[config.mk]
export PLATFORM = sky130hd
export DESIGN_NAME = lctg_guard
export DESIGN_NICKNAME = d
export VERILOG_FILES = /design/src/core/lctg_pad_end.sv /design/src/core/lctg_pkg.sv /design/src/core/lctg_bank_timer.sv /design/src/core/lctg_guard.sv
export VERILOG_INCLUDE_DIRS = /design/src /design/src/core
export SDC_FILE = /design/constraint.sdc
export NUM_CORES = 1
export LEC_CHECK = 0
export BUFFER_PORTS_ARGS = -buffer_cell sky130_fd_sc_hd__buf_2
export CORE_MARGIN = 3
export CORE_UTILIZATION = 52
export DETAILED_ROUTE_END_ITERATION = 10
export PLACE_DENSITY = 0.79
export SLEW_MARGIN = 0
export SYNTH_ARGS = -nofsm -noshare
export SYNTH_HDL_FRONTEND = slang
export SYNTH_SLANG_ARGS = --single-unit
[constraint.sdc]
create_clock -name ref_clk -period 4.45 [get_ports ref_clk]
set_input_delay 0 -clock ref_clk [delete_from_list [all_inputs] [get_ports ref_clk]]
set_output_delay 0 -clock ref_clk [all_outputs]
set_load 0.02 [all_outputs]
[src/core/lctg_map.svh]
// lctg_map.svh: timing figures, counts and encodings of the lpddr guard
// assumes the guard clock runs at the period held in LCTG_TCK_PS
`ifndef LCTG_MAP_SVH
`define LCTG_MAP_SVH
// ----------------------------------------------------------------------
// clock and conversion (least times round up, longest times round down)
// ----------------------------------------------------------------------
`define LCTG_TCK_PS        25000
`define LCTG_UP(ns)        (((ns) * 1000 + `LCTG_TCK_PS - 1) / `LCTG_TCK_PS)
`define LCTG_DN(ns)        (((ns) * 1000) / `LCTG_TCK_PS)
// ----------------------------------------------------------------------
// times as printed
// ----------------------------------------------------------------------
`define LCTG_TRCD_F_NS     15
`define LCTG_TRCD_S_NS     18
`define LCTG_TRRD_F_NS     10
`define LCTG_TRRD_S_NS     12
`define LCTG_TRAS_F_NS     40
`define LCTG_TRAS_S_NS     42
`define LCTG_TRAS_MAX_NS   70000
`define LCTG_TWR_NS        15
`define LCTG_TXSR_NS       120
`define LCTG_TRFC_NS       72
`define LCTG_TREFI_US      7.8
`define LCTG_TRP_CK        3
`define LCTG_TWTR_CK       1
`define LCTG_TXP_F_CK      2
`define LCTG_TXP_S_CK      1
`define LCTG_TCKE_CK       1
`define LCTG_TMRD_CK       2
`define LCTG_TSRR_CK       2
`define LCTG_CL2           2
`define LCTG_CL3           3
`define LCTG_BURST_CK      2
// ----------------------------------------------------------------------
// derived cycle counts
// ----------------------------------------------------------------------
`define LCTG_TRCD_F_CYC    `LCTG_UP(`LCTG_TRCD_F_NS)
`define LCTG_TRCD_S_CYC    `LCTG_UP(`LCTG_TRCD_S_NS)
`define LCTG_TRRD_F_CYC    `LCTG_UP(`LCTG_TRRD_F_NS)
`define LCTG_TRRD_S_CYC    `LCTG_UP(`LCTG_TRRD_S_NS)
`define LCTG_TRAS_F_CYC    `LCTG_UP(`LCTG_TRAS_F_NS)
`define LCTG_TRAS_S_CYC    `LCTG_UP(`LCTG_TRAS_S_NS)
`define LCTG_TRAS_MAX_CYC  `LCTG_DN(`LCTG_TRAS_MAX_NS)
`define LCTG_TWR_CYC       `LCTG_UP(`LCTG_TWR_NS)
`define LCTG_TXSR_CYC      `LCTG_UP(`LCTG_TXSR_NS)
`define LCTG_TRFC_CYC      `LCTG_UP(`LCTG_TRFC_NS)
`define LCTG_TREFI_CYC     ($rtoi(`LCTG_TREFI_US * 1.0E6 / `LCTG_TCK_PS))
`define LCTG_TDAL_CYC      (`LCTG_TWR_CYC + `LCTG_TRP_CK)
`define LCTG_RAS_MARGIN_CK 16
// ----------------------------------------------------------------------
// refresh posting, encodings, field positions
// ----------------------------------------------------------------------
`define LCTG_REF_POST_MAX  8
`define LCTG_REF_URGENT    7
`define LCTG_SRR_BA        2'h1
`define LCTG_NUM_BANKS     4
`define LCTG_A10           10
`endif

[src/core/lctg_pad_end.sv]
`timescale 1ns/100ps

[src/core/lctg_pkg.sv]
// lctg_pkg: types shared by the lpddr command guard and its bank timers
// assumes lctg_map.svh supplies every number used by the logic
package lctg_pkg;
    typedef enum logic [3:0] {
        LCTG_NOP  = 4'h0, LCTG_ACT  = 4'h1, LCTG_RD   = 4'h2,
        LCTG_WR   = 4'h3, LCTG_PRE  = 4'h4, LCTG_PREA = 4'h5,
        LCTG_REF  = 4'h6, LCTG_MRS  = 4'h7, LCTG_PDE  = 4'h8,
        LCTG_SRE  = 4'h9, LCTG_EXIT = 4'hA
    } lctg_cmd_t;
    typedef enum logic [2:0] {
        LCTG_ST_NORM = 3'h1, LCTG_ST_PD = 3'h2, LCTG_ST_SR = 3'h4
    } lctg_state_t;
    typedef struct packed {
        lctg_cmd_t   cmd;
        logic [1:0]  bank;
        logic [12:0] addr;
        logic        ap;
    } lctg_req_t;
    typedef struct packed {
        logic        cke;
        logic        cs_n;
        logic        ras_n;
        logic        cas_n;
        logic        we_n;
        logic [1:0]  ba;
        logic [12:0] addr;
    } lctg_pins_t;
    // per-bank reload values, each already one less than the cycle count
    typedef struct packed {
        logic [3:0] rcd;
        logic [3:0] ras;
        logic [3:0] rp;
        logic [3:0] wpre;
        logic [3:0] rpre;
        logic [3:0] dal;
        logic [3:0] rpa;
    } lctg_btim_t;
    function automatic logic [3:0] dec4(input logic [3:0] v);
        return (v == 4'h0) ? 4'h0 : v - 4'h1;
    endfunction
endpackage

[src/core/lctg_bank_timer.sv]
// lctg_bank_timer: spacing counters and open-row age of one bank
// assumes strobes are single-cycle and already legal for this bank
`include "lctg_map.svh"
`timescale 1ns/100ps
`default_nettype none
module lctg_bank_timer (
    input  wire logic                ref_clk,
    input  wire logic                rst_n,
    input  wire lctg_pkg::lctg_btim_t tim,
    input  wire logic                act,
    input  wire logic                pre,
    input  wire logic                rd,
    input  wire logic                wr,
    input  wire logic                ap,
    output logic                     act_ok,
    output logic                     rw_ok,
    output logic                     pre_ok,
    output logic                     open,
    output logic                     due
);
    logic [3:0]  rcd_q;
    logic [3:0]  ras_q;
    logic [3:0]  rp_q;
    logic [3:0]  wp_q;
    logic [3:0]  rp_d;
    logic [3:0]  wp_d;
    logic [3:0]  wp_dec;
    logic [11:0] age_q;
    logic [11:0] age_d;
    logic        open_q;
    logic        open_d;
    logic        age_top;

    // -------------------------------------------------------------
    // next values
    // -------------------------------------------------------------
    assign wp_dec  = lctg_pkg::dec4(wp_q);
    assign rp_d    = pre ? tim.rp : (wr & ap) ? tim.dal :
                     (rd & ap) ? tim.rpa : lctg_pkg::dec4(rp_q);
    assign wp_d    = wr ? tim.wpre :
                     (rd && tim.rpre > wp_dec) ? tim.rpre : wp_dec;
    assign open_d  = act ? 1'h1 : (pre | ((rd | wr) & ap)) ? 1'h0 : open_q;
    assign age_top = (age_q == 12'(`LCTG_TRAS_MAX_CYC));
    assign age_d   = act ? 12'h000 :
                     (open_q & ~age_top) ? age_q + 12'h001 : age_q;

    // spacing counters count down, the age counts up; a reload wins over the count, but a read reloads wp_q only when above its count
    always_ff @(posedge ref_clk or negedge rst_n) begin
        if (!rst_n) begin
            rcd_q  <= 4'h0;
            ras_q  <= 4'h0;
            rp_q   <= 4'h0;
            wp_q   <= 4'h0;
            age_q  <= 12'h000;
            open_q <= 1'h0;
        end else begin
            rcd_q  <= act ? tim.rcd : lctg_pkg::dec4(rcd_q);
            ras_q  <= act ? tim.ras : lctg_pkg::dec4(ras_q);
            rp_q   <= rp_d;
            wp_q   <= wp_d;
            age_q  <= age_d;
            open_q <= open_d;
        end
    end

    // -------------------------------------------------------------
    // status toward the scheduler
    // -------------------------------------------------------------
    assign act_ok = ~open_q & (rp_q == 4'h0);
    assign rw_ok  = open_q & (rcd_q == 4'h0);
    assign pre_ok = (ras_q == 4'h0) & (wp_q == 4'h0);
    // close early enough that scheduling slack never passes the limit
    assign due    = open_q & (age_q >= 12'(`LCTG_TRAS_MAX_CYC -
                                          `LCTG_RAS_MARGIN_CK));
    assign open   = open_q;
endmodule
`default_nettype wire

[src/core/lctg_guard.sv]
// lctg_guard: lpddr command scheduler that spaces commands to legal gaps
// assumes grade_slow and cas_lat3 are static and come from ref_clk logic
`include "lctg_map.svh"
`timescale 1ns/100ps
`default_nettype none
module lctg_guard (
    input  wire logic                ref_clk,
    input  wire logic                rst_n,
    input  wire logic                grade_slow,
    input  wire logic                cas_lat3,
    input  wire logic                req_valid,
    input  wire lctg_pkg::lctg_req_t req,
    output logic                     req_ready,
    output lctg_pkg::lctg_pins_t     dram,
    output logic                     dqs_oe,
    output logic                     dqs_run,
    output logic                     rd_first,
    output logic                     refresh_due,
    output logic                     refresh_urgent,
    output logic                     clk_change_ok,
    output lctg_pkg::lctg_state_t    pwr_state
);
    lctg_pkg::lctg_btim_t  tim;
    lctg_pkg::lctg_state_t st_q, st_d;
    lctg_pkg::lctg_cmd_t   is_cmd;
    lctg_pkg::lctg_pins_t  pins_q;
    logic [3:0]  b_act_ok, b_rw_ok, b_pre_ok, b_open, b_due;
    logic [15:0] ok_cmd;
    logic [3:0]  gap_q, gap_ld, rrd_q, rfc_q, wtr_q, rtw_q;
    logic [3:0]  ckeh_q, owed_q, cl, rd_pipe_q;
    logic [8:0]  refi_q;
    logic [2:0]  wr_cnt_q;
    logic [1:0]  ub, is_bank, due_idx;
    logic        srr_q, rd_first_q, st_norm, st_pd, gap_ok, cke_ok;
    logic        wr_idle, idle_all, urgent, hold, tick, user_ok;
    logic        a_prea, a_ref, a_pre, a_exit, a_fire;
    logic        f_act, f_rd, f_wr, f_ref, f_mrs, f_pde, f_sre, f_exit;
    logic        cke_d, cke_q_w;

    // -------------------------------------------------------------
    // reload values chosen by speed grade and cas latency
    // -------------------------------------------------------------
    assign cl       = cas_lat3 ? 4'(`LCTG_CL3) : 4'(`LCTG_CL2);
    assign tim.rcd  = grade_slow ? 4'(`LCTG_TRCD_S_CYC - 1)
                                 : 4'(`LCTG_TRCD_F_CYC - 1);
    assign tim.ras  = grade_slow ? 4'(`LCTG_TRAS_S_CYC - 1)
                                 : 4'(`LCTG_TRAS_F_CYC - 1);
    assign tim.rp   = 4'(`LCTG_TRP_CK - 1);
    assign tim.wpre = 4'(`LCTG_BURST_CK + `LCTG_TWR_CYC);
    assign tim.rpre = 4'(`LCTG_BURST_CK - 1);
    assign tim.dal  = 4'(`LCTG_BURST_CK + `LCTG_TDAL_CYC);
    assign tim.rpa  = 4'(`LCTG_BURST_CK + `LCTG_TRP_CK - 1);

    // -------------------------------------------------------------
    // one timer per bank
    // -------------------------------------------------------------
    for (genvar i = 0; i < `LCTG_NUM_BANKS; i++) begin : g_bank
        lctg_bank_timer u_bank (
            .ref_clk (ref_clk),
            .rst_n   (rst_n),
            .tim     (tim),
            .act     (f_act & (is_bank == 2'(i))),
            .pre     (a_prea | (is_cmd == lctg_pkg::LCTG_PREA) |
                      ((is_cmd == lctg_pkg::LCTG_PRE) & (is_bank == 2'(i)))),
            .rd      (f_rd & (is_bank == 2'(i))),
            .wr      (f_wr & (is_bank == 2'(i))),
            .ap      (req.ap),
            .act_ok  (b_act_ok[i]),
            .rw_ok   (b_rw_ok[i]),
            .pre_ok  (b_pre_ok[i]),
            .open    (b_open[i]),
            .due     (b_due[i])
        );
    end

    // -------------------------------------------------------------
    // legality of each command this cycle
    // -------------------------------------------------------------
    assign st_norm  = (st_q == lctg_pkg::LCTG_ST_NORM);
    assign st_pd    = (st_q == lctg_pkg::LCTG_ST_PD);
    assign gap_ok   = (gap_q == 4'h0);
    assign cke_ok   = (ckeh_q == 4'h0);
    assign wr_idle  = (wr_cnt_q == 3'h0);
    assign idle_all = ~|b_open & &b_act_ok;
    assign urgent   = (owed_q >= 4'(`LCTG_REF_URGENT));
    assign hold     = urgent | |b_due;
    assign ub       = req.bank;
    assign ok_cmd[0]  = 1'h1;
    assign ok_cmd[1]  = b_act_ok[ub] & (rrd_q == 4'h0) &
                        (rfc_q == 4'h0);
    // a status read needs every bank idle, not an open row
    assign ok_cmd[2]  = srr_q ? idle_all
                              : b_rw_ok[ub] & (wtr_q == 4'h0);
    assign ok_cmd[3]  = b_rw_ok[ub] & (rtw_q == 4'h0) & wr_idle & ~srr_q;
    assign ok_cmd[4]  = b_pre_ok[ub];
    assign ok_cmd[5]  = &b_pre_ok;
    assign ok_cmd[6]  = idle_all & (rfc_q == 4'h0);
    assign ok_cmd[7]  = idle_all & (rfc_q == 4'h0);
    assign ok_cmd[8]  = cke_ok & wr_idle;
    assign ok_cmd[9]  = idle_all & (rfc_q == 4'h0) & cke_ok;
    assign ok_cmd[15:10] = 6'h00;
    // only exit is legal while the clock enable is low
    assign user_ok = (req.cmd == lctg_pkg::LCTG_NOP) |
                     (st_norm ? gap_ok & ~hold & ok_cmd[req.cmd]
                              : (req.cmd == lctg_pkg::LCTG_EXIT) & cke_ok);

    // -------------------------------------------------------------
    // housekeeping beats the user; the user is stalled meanwhile
    // -------------------------------------------------------------
    assign due_idx = b_due[0] ? 2'h0 : b_due[1] ? 2'h1 :
                     b_due[2] ? 2'h2 : 2'h3;
    assign a_prea  = st_norm & urgent & |b_open & &b_pre_ok & gap_ok;
    assign a_ref   = st_norm & urgent & ok_cmd[6] & gap_ok;
    assign a_pre   = st_norm & ~urgent & |b_due & b_pre_ok[due_idx] &
                     gap_ok;
    assign a_exit  = st_pd & urgent & cke_ok;
    assign a_fire  = a_prea | a_ref | a_pre | a_exit;
    assign req_ready = user_ok & ~a_fire;
    assign is_cmd  = a_prea ? lctg_pkg::LCTG_PREA :
                     a_ref  ? lctg_pkg::LCTG_REF  :
                     a_pre  ? lctg_pkg::LCTG_PRE  :
                     a_exit ? lctg_pkg::LCTG_EXIT :
                     (req_valid & user_ok) ? req.cmd : lctg_pkg::LCTG_NOP;
    assign is_bank = a_pre ? due_idx : req.bank;
    assign f_act   = (is_cmd == lctg_pkg::LCTG_ACT);
    assign f_rd    = (is_cmd == lctg_pkg::LCTG_RD);
    assign f_wr    = (is_cmd == lctg_pkg::LCTG_WR);
    assign f_ref   = (is_cmd == lctg_pkg::LCTG_REF);
    assign f_mrs   = (is_cmd == lctg_pkg::LCTG_MRS);
    assign f_pde   = (is_cmd == lctg_pkg::LCTG_PDE);
    assign f_sre   = (is_cmd == lctg_pkg::LCTG_SRE);
    assign f_exit  = (is_cmd == lctg_pkg::LCTG_EXIT);

    // -------------------------------------------------------------
    // power state and clock enable
    // -------------------------------------------------------------
    always_comb begin
        st_d = st_q;
        case (st_q)
            lctg_pkg::LCTG_ST_NORM: begin
                if (f_pde) begin
                    st_d = lctg_pkg::LCTG_ST_PD;
                end else if (f_sre) begin
                    st_d = lctg_pkg::LCTG_ST_SR;
                end
            end
            lctg_pkg::LCTG_ST_PD,
            lctg_pkg::LCTG_ST_SR: begin
                if (f_exit) begin
                    st_d = lctg_pkg::LCTG_ST_NORM;
                end
            end
            default: st_d = lctg_pkg::LCTG_ST_PD;
        endcase
    end
    assign cke_d = (f_pde | f_sre) ? 1'h0 : f_exit ? 1'h1 : cke_q_w;

    // -------------------------------------------------------------
    // gap to any next command after mode set, status read and exits
    // -------------------------------------------------------------
    assign gap_ld = f_mrs ? 4'(`LCTG_TMRD_CK - 1) :
                    (f_rd & srr_q) ? cl :
                    (f_exit & ~st_pd) ? 4'(`LCTG_TXSR_CYC - 1) :
                    (f_exit & grade_slow) ? 4'(`LCTG_TXP_S_CK - 1) :
                    f_exit ? 4'(`LCTG_TXP_F_CK - 1) : 4'h0;
    assign tick   = (refi_q == 9'(`LCTG_TREFI_CYC - 1));

    // gap counters; each reloads one less than its count
    always_ff @(posedge ref_clk or negedge rst_n) begin
        if (!rst_n) begin
            gap_q  <= 4'h0;
            rrd_q  <= 4'h0;
            rfc_q  <= 4'h0;
            wtr_q  <= 4'h0;
            rtw_q  <= 4'h0;
            ckeh_q <= 4'h0;
        end else begin
            gap_q  <= (is_cmd != lctg_pkg::LCTG_NOP) ? gap_ld
                                                 : lctg_pkg::dec4(gap_q);
            rrd_q  <= f_act ? (grade_slow ? 4'(`LCTG_TRRD_S_CYC - 1)
                                          : 4'(`LCTG_TRRD_F_CYC - 1))
                            : lctg_pkg::dec4(rrd_q);
            rfc_q  <= f_ref ? 4'(`LCTG_TRFC_CYC - 1)
                            : lctg_pkg::dec4(rfc_q);
            wtr_q  <= f_wr ? 4'(`LCTG_BURST_CK + `LCTG_TWTR_CK)
                           : lctg_pkg::dec4(wtr_q);
            rtw_q  <= f_rd ? cl + 4'(`LCTG_BURST_CK - 1)
                           : lctg_pkg::dec4(rtw_q);
            ckeh_q <= (cke_d != cke_q_w) ? 4'(`LCTG_TCKE_CK - 1)
                                         : lctg_pkg::dec4(ckeh_q);
        end
    end

    // refresh debt: a tick in the same cycle as a refresh keeps both, unless the debt is 0 (refresh dropped) or LCTG_REF_POST_MAX (tick dropped)
    always_ff @(posedge ref_clk or negedge rst_n) begin
        if (!rst_n) begin
            refi_q <= 9'h000;
            owed_q <= 4'h0;
            srr_q  <= 1'h0;
            st_q   <= lctg_pkg::LCTG_ST_PD;
        end else begin
            refi_q <= (st_q == lctg_pkg::LCTG_ST_SR || tick) ? 9'h000
                                                         : refi_q + 9'h001;
            owed_q <= (f_sre || st_q == lctg_pkg::LCTG_ST_SR) ? 4'h0 :
                      owed_q
                      + {3'h0, tick & (owed_q != 4'(`LCTG_REF_POST_MAX))}
                      - {3'h0, f_ref & (owed_q != 4'h0)};
            srr_q  <= f_mrs ? (req.bank == `LCTG_SRR_BA)
                            : (f_rd ? 1'h0 : srr_q);
            st_q   <= st_d;
        end
    end

    // -------------------------------------------------------------
    // pin encoding, read data marker, write strobe window
    // -------------------------------------------------------------
    function automatic lctg_pkg::lctg_pins_t enc(
        input lctg_pkg::lctg_cmd_t c,
        input logic [1:0]          ba,
        input logic [12:0]         a,
        input logic                ap,
        input logic                ck);
        lctg_pkg::lctg_pins_t p;
        p = '{ck, 1'h0, 1'h1, 1'h1, 1'h1, ba, a};
        case (c)
            lctg_pkg::LCTG_ACT:  {p.ras_n, p.cas_n, p.we_n} = 3'h3;
            lctg_pkg::LCTG_RD:   {p.ras_n, p.cas_n, p.we_n} = 3'h5;
            lctg_pkg::LCTG_WR:   {p.ras_n, p.cas_n, p.we_n} = 3'h4;
            lctg_pkg::LCTG_PRE:  {p.ras_n, p.cas_n, p.we_n} = 3'h2;
            lctg_pkg::LCTG_PREA: {p.ras_n, p.cas_n, p.we_n} = 3'h2;
            lctg_pkg::LCTG_REF,
            lctg_pkg::LCTG_SRE:  {p.ras_n, p.cas_n, p.we_n} = 3'h1;
            lctg_pkg::LCTG_MRS:  {p.ras_n, p.cas_n, p.we_n} = 3'h0;
            default:             {p.ras_n, p.cas_n, p.we_n} = 3'h7;
        endcase
        if (c == lctg_pkg::LCTG_RD || c == lctg_pkg::LCTG_WR) begin
            p.addr[`LCTG_A10] = ap;
        end else if (c == lctg_pkg::LCTG_PRE || c == lctg_pkg::LCTG_PREA) begin
            p.addr[`LCTG_A10] = (c == lctg_pkg::LCTG_PREA);
        end
        return p;
    endfunction

    assign cke_q_w = pins_q.cke;

    // pins from flops; the marker follows the read by cl plus one edges
    always_ff @(posedge ref_clk or negedge rst_n) begin
        if (!rst_n) begin
            pins_q     <= '{1'h0, 1'h1, 1'h1, 1'h1, 1'h1, 2'h0, 13'h0000};
            rd_pipe_q  <= 4'h0;
            rd_first_q <= 1'h0;
            wr_cnt_q   <= 3'h0;
        end else begin
            pins_q     <= enc(is_cmd, is_bank, req.addr,
                              req.ap & ~a_fire, cke_d);
            rd_pipe_q  <= {rd_pipe_q[2:0], f_rd};
            rd_first_q <= rd_pipe_q[cl[1:0]];
            wr_cnt_q   <= f_wr ? 3'(`LCTG_BURST_CK + 1)
                               : (wr_idle ? 3'h0 : wr_cnt_q - 3'h1);
        end
    end

    assign dram           = pins_q;
    assign rd_first       = rd_first_q;
    // preamble: strobe driven low a full cycle before it starts to run
    assign dqs_oe         = ~wr_idle;
    assign dqs_run        = ~wr_idle &
                            (wr_cnt_q <= 3'(`LCTG_BURST_CK));
    assign refresh_due    = (owed_q != 4'h0);
    assign refresh_urgent = urgent;
    assign clk_change_ok  = ~st_norm;
    assign pwr_state      = st_q;
endmodule
`default_nettype wire

**Yosys cells after proc, flatten, opt, wreduce, memory -nomap -nowiden**

Memories as Yosys holds them, arrays and structs flattened. A register that Yosys moved wholly into a read port is not among the register bits.
Index checks and enable logic that the tools add are counted.

- Register bits after elaboration: 182
- Bits in read-only memories: 48
- Input port bits: 25
- Output and inout bits: 30
- Logic and storage cells: 397
- Memories: 1

Memories:

| memory | depth | width | rd ports | clocked after memory_dff | write ports | line | text |
|---|---|---|---|---|---|---|---|
| (name not given) | 16 | 3 | 1 | 1 | 0 | lctg_guard.sv:225 | `case (c)` |

- Add/subtract/negate cells: 31
- $lt $le $gt $ge: 14
- Eq/ne operators: 27
- Muxes and demuxes: 115
- Bitwise gates (word level): 116
- Reductions and logical operators: 52

Operator list:

| operator | count |
|---|---|
| $mux W4 | 62 |
| $mux W12 | 8 |
| $logic_not A4 Y1 | 23 |
| $sub A4 B1 Y4 const B | 22 |
| $and A1 B1 Y1 | 82 |
| $add A12 B1 Y12 const B | 4 |
| $eq A12 B12 Y1 const B | 4 |
| $ge A12 B12 Y1 const B | 4 |
| $mux W1 | 26 |
| $mux W3 | 8 |
| $or A1 B1 Y1 | 19 |
| $reduce_bool A2 Y1 | 9 |
| $eq A4 B3 Y1 const B | 4 |
| $eq A4 B4 Y1 const B | 4 |
| $gt A1 B4 Y1 const A | 4 |
| $not A1 Y1 | 15 |
| $bmux W1 S2 | 5 |
| $add A9 B1 Y9 const B | 1 |
| $eq A9 B9 Y1 const B | 1 |
| $lt A2 B3 Y1 const B | 3 |
| $mux W9 | 1 |
| $eq A4 B2 Y1 const B | 2 |
| $reduce_and A4 Y1 | 2 |
| $reduce_bool A4 Y1 | 2 |
| 28 further kinds | 40 |

**Depth between registers and ports, before layout**

Gate-level depths: netlist of the first run.

- Depth in word-level cells: 25
- Gate-level depth with buffers: 20
- Depth with buffers taken out: 18

**By module**

Synthesis of the first run repeated with hierarchy kept, for this count alone.

- Cells, all modules: 1221
- Area, all modules: 11073.1 um^2

Modules (own cells, without submodules):

| module | times used | cells an instance | area each (um^2) | seq. area each (um^2) |
|---|---|---|---|---|
| lctg_bank_timer | 4 | 207 | 1824.2 | 725.7 |
| lctg_guard | 1 | 393 | 3776.1 | 1732.9 |

**Worst setup path before layout of the first run**

OpenSTA, ideal clock, no wires.

- Path type: register -> register
- Start: register g_bank[3].u_bank.rp_q[0]
- End: register owed_q[2]
- Setup time: 0.135 ns
- Arrival: 3.615 ns
- Required time: 4.315 ns
- Slack: 0.700 ns
- Stages on the path, launching flop included: 20
- Buffers on the path: 2
- Clock period less this slack: 3.750 ns
- Path through: dfrtp_1 inv_1 ha_1 nor3b_1 nand4_1 nor4_1 o31ai_2 o31ai_2 a21o_2 a21oi_2 buf_6 buf_2 nand3_1 a21oi_1 ha_1 inv_1 ha_1 fa_1 xnor2_1 nor3_1

- Cells in the longest elaborated chain, start to end: 21
- Elaborated cells on any way between the ends: 30
- Those cells by class: add/sub (1); eq/ne (2); mux (12); bitwise (12); reduce/logical (3)

RTL lines:

| item | line | text |
|---|---|---|
| start: declaration | lctg_bank_timer.sv:23 | `logic [3:0] rp_q;` |
| start signal: assignment | lctg_bank_timer.sv:59 | `rp_q <= rp_d;` |
| $logic_not A4 Y1 * | lctg_bank_timer.sv:69 | `assign act_ok = ~open_q & (rp_q == 4'h0);` |
| $and A1 B1 Y1 * | lctg_bank_timer.sv:69 |  |
| $bmux W1 S2 or $reduce_and A4 Y1 (tied branches) | lctg_guard.sv:89, lctg_guard.sv:84 |  |
| $mux W1 (not written as such) or $and A1 B1 Y1 (tied branches) | lctg_guard.sv:89, lctg_guard.sv:84 |  |
| $and A1 B1 Y1 (on tied branches) | n/a |  |
| $and A1 B1 Y1 (on tied branches) | lctg_guard.sv:89, lctg_guard.sv:100 |  |
| $bmux W1 S4 | lctg_guard.sv:104 | `(st_norm ? gap_ok & ~hold & ok_cmd[req.cmd]` |
| $mux W1 (not written as such) | lctg_guard.sv:104 |  |
| (+5 left out) | n/a |  |
| $mux W4 | lctg_guard.sv:122 | `a_exit ? lctg_pkg::LCTG_EXIT :` |
| $mux W4 | lctg_guard.sv:121 | `a_pre ? lctg_pkg::LCTG_PRE :` |
| $mux W4 * | lctg_guard.sv:120 | `a_ref ? lctg_pkg::LCTG_REF :` |
| $mux W4 * | lctg_guard.sv:119 | `assign is_cmd = a_prea ? lctg_pkg::LCTG_PREA :` |
| $eq A4 B3 Y1 | lctg_guard.sv:128 | `assign f_ref = (is_cmd == lctg_pkg::LCTG_REF);` |
| $and A1 B1 Y1 | lctg_guard.sv:207 | `- {3'h0, f_ref & (owed_q != 4'h0)};` |
| $sub A4 B1 Y4 | lctg_guard.sv:205 | `owed_q` |
| $mux W4 * | lctg_guard.sv:204 | `owed_q <= (f_sre \|\| st_q == lctg_pkg::LCTG_ST_SR) ? 4'h0 :` |
| end signal: assignment | lctg_guard.sv:204 |  |
| end: declaration | lctg_guard.sv:30 | `logic [3:0] ckeh_q, owed_q, cl, rd_pipe_q;` |

Every way passes the cells marked *; elsewhere a longest branch is shown, timed or not. The select of a mux whose other input is x is not followed.
A chain may end at the register's enable or synchronous reset.

**Worst setup path after layout of the first run**

- Start: register g_bank[1].u_bank.rp_q[0]
- End: register owed_q[3]

- Cells in the longest elaborated chain, start to end: 21
- Elaborated cells on any way between the ends: 30
- Those cells by class: add/sub (1); eq/ne (2); mux (12); bitwise (12); reduce/logical (3)

RTL lines:

| item | line |
|---|---|
| start: declaration | lctg_bank_timer.sv:23 |
| start signal: assignment | lctg_bank_timer.sv:59 |
| $logic_not A4 Y1 * | lctg_bank_timer.sv:69 |
| $and A1 B1 Y1 * | lctg_bank_timer.sv:69 |
| $bmux W1 S2 or $reduce_and A4 Y1 (tied branches) | lctg_guard.sv:89, lctg_guard.sv:84 |
| $mux W1 (not written as such) or $and A1 B1 Y1 (tied branches) | lctg_guard.sv:89, lctg_guard.sv:84 |
| $and A1 B1 Y1 (on tied branches) | n/a |
| $and A1 B1 Y1 (on tied branches) | lctg_guard.sv:89, lctg_guard.sv:100 |
| $bmux W1 S4 | lctg_guard.sv:104 |
| $mux W1 (not written as such) | lctg_guard.sv:104 |
| (+5 left out) | n/a |
| $mux W4 | lctg_guard.sv:122 |
| $mux W4 | lctg_guard.sv:121 |
| $mux W4 * | lctg_guard.sv:120 |
| $mux W4 * | lctg_guard.sv:119 |
| $eq A4 B3 Y1 | lctg_guard.sv:128 |
| $and A1 B1 Y1 | lctg_guard.sv:207 |
| $sub A4 B1 Y4 | lctg_guard.sv:205 |
| $mux W4 * | lctg_guard.sv:204 |

Marks and branches as above.

==> flow_summary.ini, run 1 <==
[synthesis]
netlist_area_sq_um = 9500
synth_top_area_frac = 0.474
synth_cell_types = 79
synth_cells = 991
synth_top_area_cell = dfrtp_1
ys_warn_count = 0
ys_ff_latch = 185
yosysMostFrequentCell = dfrtp_1
avgSynthCellArea_sq_um = 9.58
synthTopCellsByCount = dfrtp_1 (180), nor2_1 (148), a21oi_1 (65)
synth_edf_count = 0
synth_area_leaders = dfrtp_1 (47%), nor2_1 (5.8%), a21oi_1 (3.4%), ha_1 (3.4%), nor3_1 (2.8%)
synthArstFlopShare = 1.00
synth_sequential_area_ratio = 0.488
synth_flop_cell = dfrtp_1
syn_nets = 1043

[worst_setup_path]
crit_type = reg -> reg
worst-path-max-fanout = 7
path_cells = inv_1, ha_1, nor3b_2, nand4_1, nor4_1, o31ai_2, nor4b_2, a2111oi_4, inv_1, nand3_1, a21oi_1, ha_1, inv_1, ha_1, a21o_1, a21oi_1, xnor2_1, nor3_1
critPathArrivalTime_ns = 4.28
cp.required_ns = 4.76
crit_path_end_kind = flip-flop
cp_slowest_cell = nor3b_2
cpPeakStageDelay_ns = 0.44
crit_path_start_kind = flip-flop

[clocking]
root_buffer = clkbuf_16
clock-sinks = 185
postCtsHoldBufs = 16
clk_latency_ns = 0.44
post-cts-setup-buffers = 0
clk_pin_slew_ns = 0.08
cts_tree = built
h-tree-depth = 4
cts_buffers = 17
cts_resized = 0
clockBufferDepth = 2

[global_routing]
grt_util_all_layers = 0.226
grt_pass1_wl_um = 36700
antenna_found_initial = 1
grt_remaining_overflow = 0
grt_pass1_vias = 7454
grt_max_degree = 113

[power]
vdd_ir_drop_max_mv = 0.388
leakage_nw = 4.99
power_density_nw_per_um2 = 538

[route]
drt-wirelength-per-cell_um = 16.6
drt-initial-drc-count = 543
vias = 7810
wl_met2_um = 10200
drt_pass1_iterations = 5
wirelength_um = 21800
drc = 0
vias_per_cell = 5.95
dr_wl_met3_um = 1380
drt-met1-wl_um = 9650
drtAntennaViolNets = 0
routed.top_layer = met5

[cells_and_area]
final_util = 0.615
fill_cells = 1442
syn_to_final_growth_pct = 14.0
final_layout_size_suffix_gt1_frac = 0.143
diodes = 0
final_net_count = 1126

[run_status]
status = completed

[sta]
whs_ns = 0.0694
period_needed_ns = 3.97
tns_ns = 0
slew_viol_final = 0
slew_headroom = 0.243
timing.final.hold_violations = 0
fmaxAchievable_mhz = 252
fin_crit_sh = 0.892
finClkSkew_ns = 0.0104
worst_pin_slew_ns = 1.13
finalSetupViolCount = 0
rsz0062_at_grt = no
finalWorstSetupSlack_ns = 0.480

[die]
start_util = 0.540
core_sq_um = 17600
die_area_sq_um = 19900
die_w_um = 141
fp.dieH_um = 141
rows = 48
ios = 55

[hold_path]
min_path_type = in -> reg

[placement]
dpl_worst_slack_ns = 0.508
io_buffer_count = 54
dp_hpwl_um = 15200
gp_congestion = 0.993

[run]
cap_violations = 0
sequential cells by signal, indices dropped and copies added (netlist names):
signal	flops
g_bank.u_bank.age_q	48
dram	19
g_bank.u_bank.ras_q	16
g_bank.u_bank.rcd_q	16
g_bank.u_bank.rp_q	16
g_bank.u_bank.wp_q	16
refi_q	9
ckeh_q	4
g_bank.u_bank.open	4
gap_q	4
owed_q	4
rd_pipe_q	4
rfc_q	4
rrd_q	4
rtw_q	4
wtr_q	4
pwr_state	3
wr_cnt_q	3
cke_q_w	1
rd_first	1
srr_q	1
worst paths after layout:
kind	from	endpoint	slack [ns]	cells past startpoint
worst max-delay path	g_bank[1].u_bank.rp_q[0]	owed_q[3]	0.48	18
worst min-delay path	req[0]	g_bank[3].u_bank.rp_q[2]	0.07	3
worst max register to register	g_bank[1].u_bank.rp_q[0]	owed_q[3]	0.48	18
worst min register to register	rd_pipe_q[1]	rd_pipe_q[2]	0.35	0
max in group asynchronous	rst_n	dram[18]	3.14	3
min in group asynchronous	rst_n	dram[5]	0.22	2
worst max-delay path: cells and delay by family, from the launching register on:
family | cells | cell delay [ns]
AOI/OAI and AO/OA | 5 | 0.81
adders and majority gates | 3 | 0.64
buffers and inverters | 3 | 0.31
xor gates and xnor gates | 1 | 0.14
and+or+nand+nor | 6 | 1.56
DFF | 1 | 0.39
kinds of logic after synthesis:
logic type | Yosys count | share of synthesized area
buffers and inverters | 75 | 0.0342
adders and majority gates | 27 | 0.0364
AOI/OAI and AO/OA | 206 | 0.141
xor gates and xnor gates | 55 | 0.0507
other | 1 | 0.000395
DFF | 185 | 0.488
muxes | 11 | 0.0123
and+or+nand+nor | 431 | 0.237
placed cells by master (no fill, tap or decap), drive strengths merged, types with 25 or more instances in the layout:
| cell type | count |
|---|---|
| dfrtp | 180 |
| nor2 | 149 |
| buf | 71 |
| a21oi | 67 |
| inv | 58 |
| nor3 | 57 |
| nand2 | 55 |
| o21ai | 48 |
| nand3 | 39 |
| nand4 | 30 |
| xor2 | 30 |
| ha | 26 |
| xnor2 | 25 |
stage by stage:
stage               cell area [sq um]  power, mW  cells
floorplan                        9500       3.76    991
global placement                10100       4.18   1264
detailed placement              10100       4.27   1264
CTS                             10800       5.84   1312
global route                    10800       6.23   1312
finish                          10800       5.82   1312
metal layers:
layer  track usage  vias to the layer above
met2         0.360                      244
met5             0                        -
met1         0.300                     3790
met3        0.0580                       51
li1              -                     3723
met4        0.0790                        2
layout make-up:
class / instances / area (sq um) / share of cell area
clock buffers: 17 / 425 / 0.0393
clock inverters: 15 / 184 / 0.0170
inverters: 51 / 191 / 0.0177
multi-input cells: 731 / 4540 / 0.419
flip-flops and latches: 185 / 4640 / 0.428
well taps: 225 / 282 / 0.0260
repair buffers: 88 / 574 / 0.0530
power breakdown:
group | switching [mW] | internal, mW
Clock | 0.724 | 0.808
Combinational | 1.06 | 0.766
Sequential | 0.404 | 2.06
Power figures use the tool's default switching activity.
==> inputs of run 2 (changes only) <==
CELL_PAD_IN_SITES_DETAIL_PLACEMENT = 1   (was default)
CELL_PAD_IN_SITES_GLOBAL_PLACEMENT = 1   (was default)
CORE_UTILIZATION = 48   (was 52)
PLACE_DENSITY = 0.89   (was 0.79)
==> flow_summary.ini, run 2 (synthesis results as in run 1) <==
[cells_and_area]
fill_cells = 2173
multi_input_area_sq_um = 4540
layout_commonest_cell = dfrtp_1
syn_to_final_growth_pct = 14.2
final_net_count = 1127
diodes = 0
final_cell_mix = dfrtp_1 (180), nor2_1 (148), a21oi_1 (65), nand2_1 (55)
seq_area_sq_um = 4640
final_layout_size_suffix_gt1_frac = 0.142
largest-register = g_bank.u_bank.age_q
largest_reg_flops = 48

[route]
drc = 0
drt_pass1_iterations = 5
drt-initial-drc-count = 615
drtAntennaViolNets = 0
vias_per_cell = 5.99
wirelength_um = 26200
drt-wirelength-per-cell_um = 19.4
vias = 8070

[die]
ios = 55
die_w_um = 147
core_sq_um = 19100
rows = 50
fp.dieH_um = 147
start_util = 0.498
die_area_sq_um = 21500

[worst_setup_path]
critPathArrivalTime_ns = 4.44
cpPeakStageDelay_ns = 0.45
worst-path-max-fanout = 7
crit_type = reg -> reg
crit_path_start_kind = flip-flop
cp.required_ns = 4.75
crit_path_end_kind = flip-flop
path_cells = inv_1, ha_1, nor3b_2, nand4_1, nor4_1, o31ai_2, nor4b_2, a2111oi_4, inv_1, nand3_1, a21oi_1, ha_1, inv_1, ha_1, a21o_1, a21oi_1, xnor2_1, nor3_1
cpLargestDelayFamily = simple AND/OR/NAND/NOR gates
cp_slowest_cell = nor3b_2
crit_buf_inv = 3

[clocking]
h-tree-depth = 4
cts_tree = built
clk_pin_slew_ns = 0.07
clock-sinks = 185
cts_buffers = 17
root_buffer = clkbuf_16
clockBufferDepth = 2
clk_latency_ns = 0.44

[sta]
finalSetupViolCount = 0
finClkSkew_ns = 0.0122
worst_pin_slew_ns = 1.12
fmaxAchievable_mhz = 241
timing.final.hold_violations = 0
tns_ns = 0
rsz0062_at_grt = no
period_needed_ns = 4.14
slew_headroom = 0.252
slew_viol_final = 0
fin_crit_sh = 0.931

[global_routing]
grt_pass1_vias = 8515
antenna_found_initial = 0
grt_util_all_layers = 0.247
grt_pass1_wl_um = 43500
grt_remaining_overflow = 0
grt_max_degree = 104

[placement]
io_buffer_count = 54
gp_congestion = 1.02
dp_hpwl_um = 17700

[run_status]
status = completed

[power]
power_mw = 5.87
vdd_ir_drop_max_mv = 0.260
power_density_nw_per_um2 = 541
leakage_nw = 4.98

[hold_path]
min_path_type = in -> reg

[run]
cap_violations = 0
[run 2: through the flow]
step	hold WS, ns	area [sq um]	utilization	cells	setup WS, ns
2_1_floorplan	-0.296	9500	-	991	0.700
4_1_cts	0.0437	10800	0.568	1348	0.320
5_1_grt	0.0612	10800	0.568	1348	0.0181
3_3_place_gp	0.0786	10100	0.531	1300	0.690
6_report	0.0732	10800	0.568	1348	0.309
3_5_place_dp	0.0786	10100	0.531	1300	0.415
[run 2: worst register-to-register path: stages, from the launching register on]
cell and delay [ns]:
dfrtp_1 0.39, inv_1 0.11, ha_1 0.19, nor3b_2 0.45, nand4_1 0.28, nor4_1 0.33
o31ai_2 0.16, nor4b_2 0.41, a2111oi_4 0.18, inv_1 0.15, nand3_1 0.13, a21oi_1 0.16
ha_1 0.17, inv_1 0.07, ha_1 0.28, a21o_1 0.16, a21oi_1 0.19, xnor2_1 0.14
nor3_1 0.06
[run 2: routing by layer]
layer  GRT usage  share of wire  vias up
li1            -              -     3716
met1       0.314           0.42     4086
met2       0.426           0.51      220
met3      0.0466          0.045       48
met4      0.0814          0.023        0
met5           0              0        -
[run 2: repair_timing]
item,CTS,global route
buffers inserted,0,0
hold buffers,16,0
hold endpoints to repair,96,0
gates resized for setup,0,0
[run 2: area by class of cell]
class,instances,share of cell area
clock buffers,19,0.0408
clock inverters,13,0.0110
inverters,51,0.0177
multi-input cells,731,0.418
flip-flops and latches,185,0.427
well taps,260,0.0300
repair buffers,89,0.0548
[run 2: report_power, final]
| part | internal, mW | switching, mW |
|---|---|---|
| Clock | 0.791 | 0.676 |
| Combinational | 0.767 | 1.14 |
| Sequential | 2.06 | 0.430 |
| Total | 3.62 | 2.25 |
[run 2: path summary, 6_finish.rpt]
path | slack [ns] | depth (start not counted) | endpoint | from
worst min-delay path | 0.07 | 2 | dram[14] | req[15]
worst min register to register | 0.36 | 0 | rd_pipe_q[1] | rd_pipe_q[0]
worst max-delay path | 0.31 | 18 | owed_q[3] | g_bank[1].u_bank.rp_q[0]
worst max register to register | 0.31 | 18 | owed_q[3] | g_bank[1].u_bank.rp_q[0]
max in group asynchronous | 3.29 | 3 | g_bank[0].u_bank.age_q[7] | rst_n
min in group asynchronous | 0.15 | 2 | dram[3] | rst_n
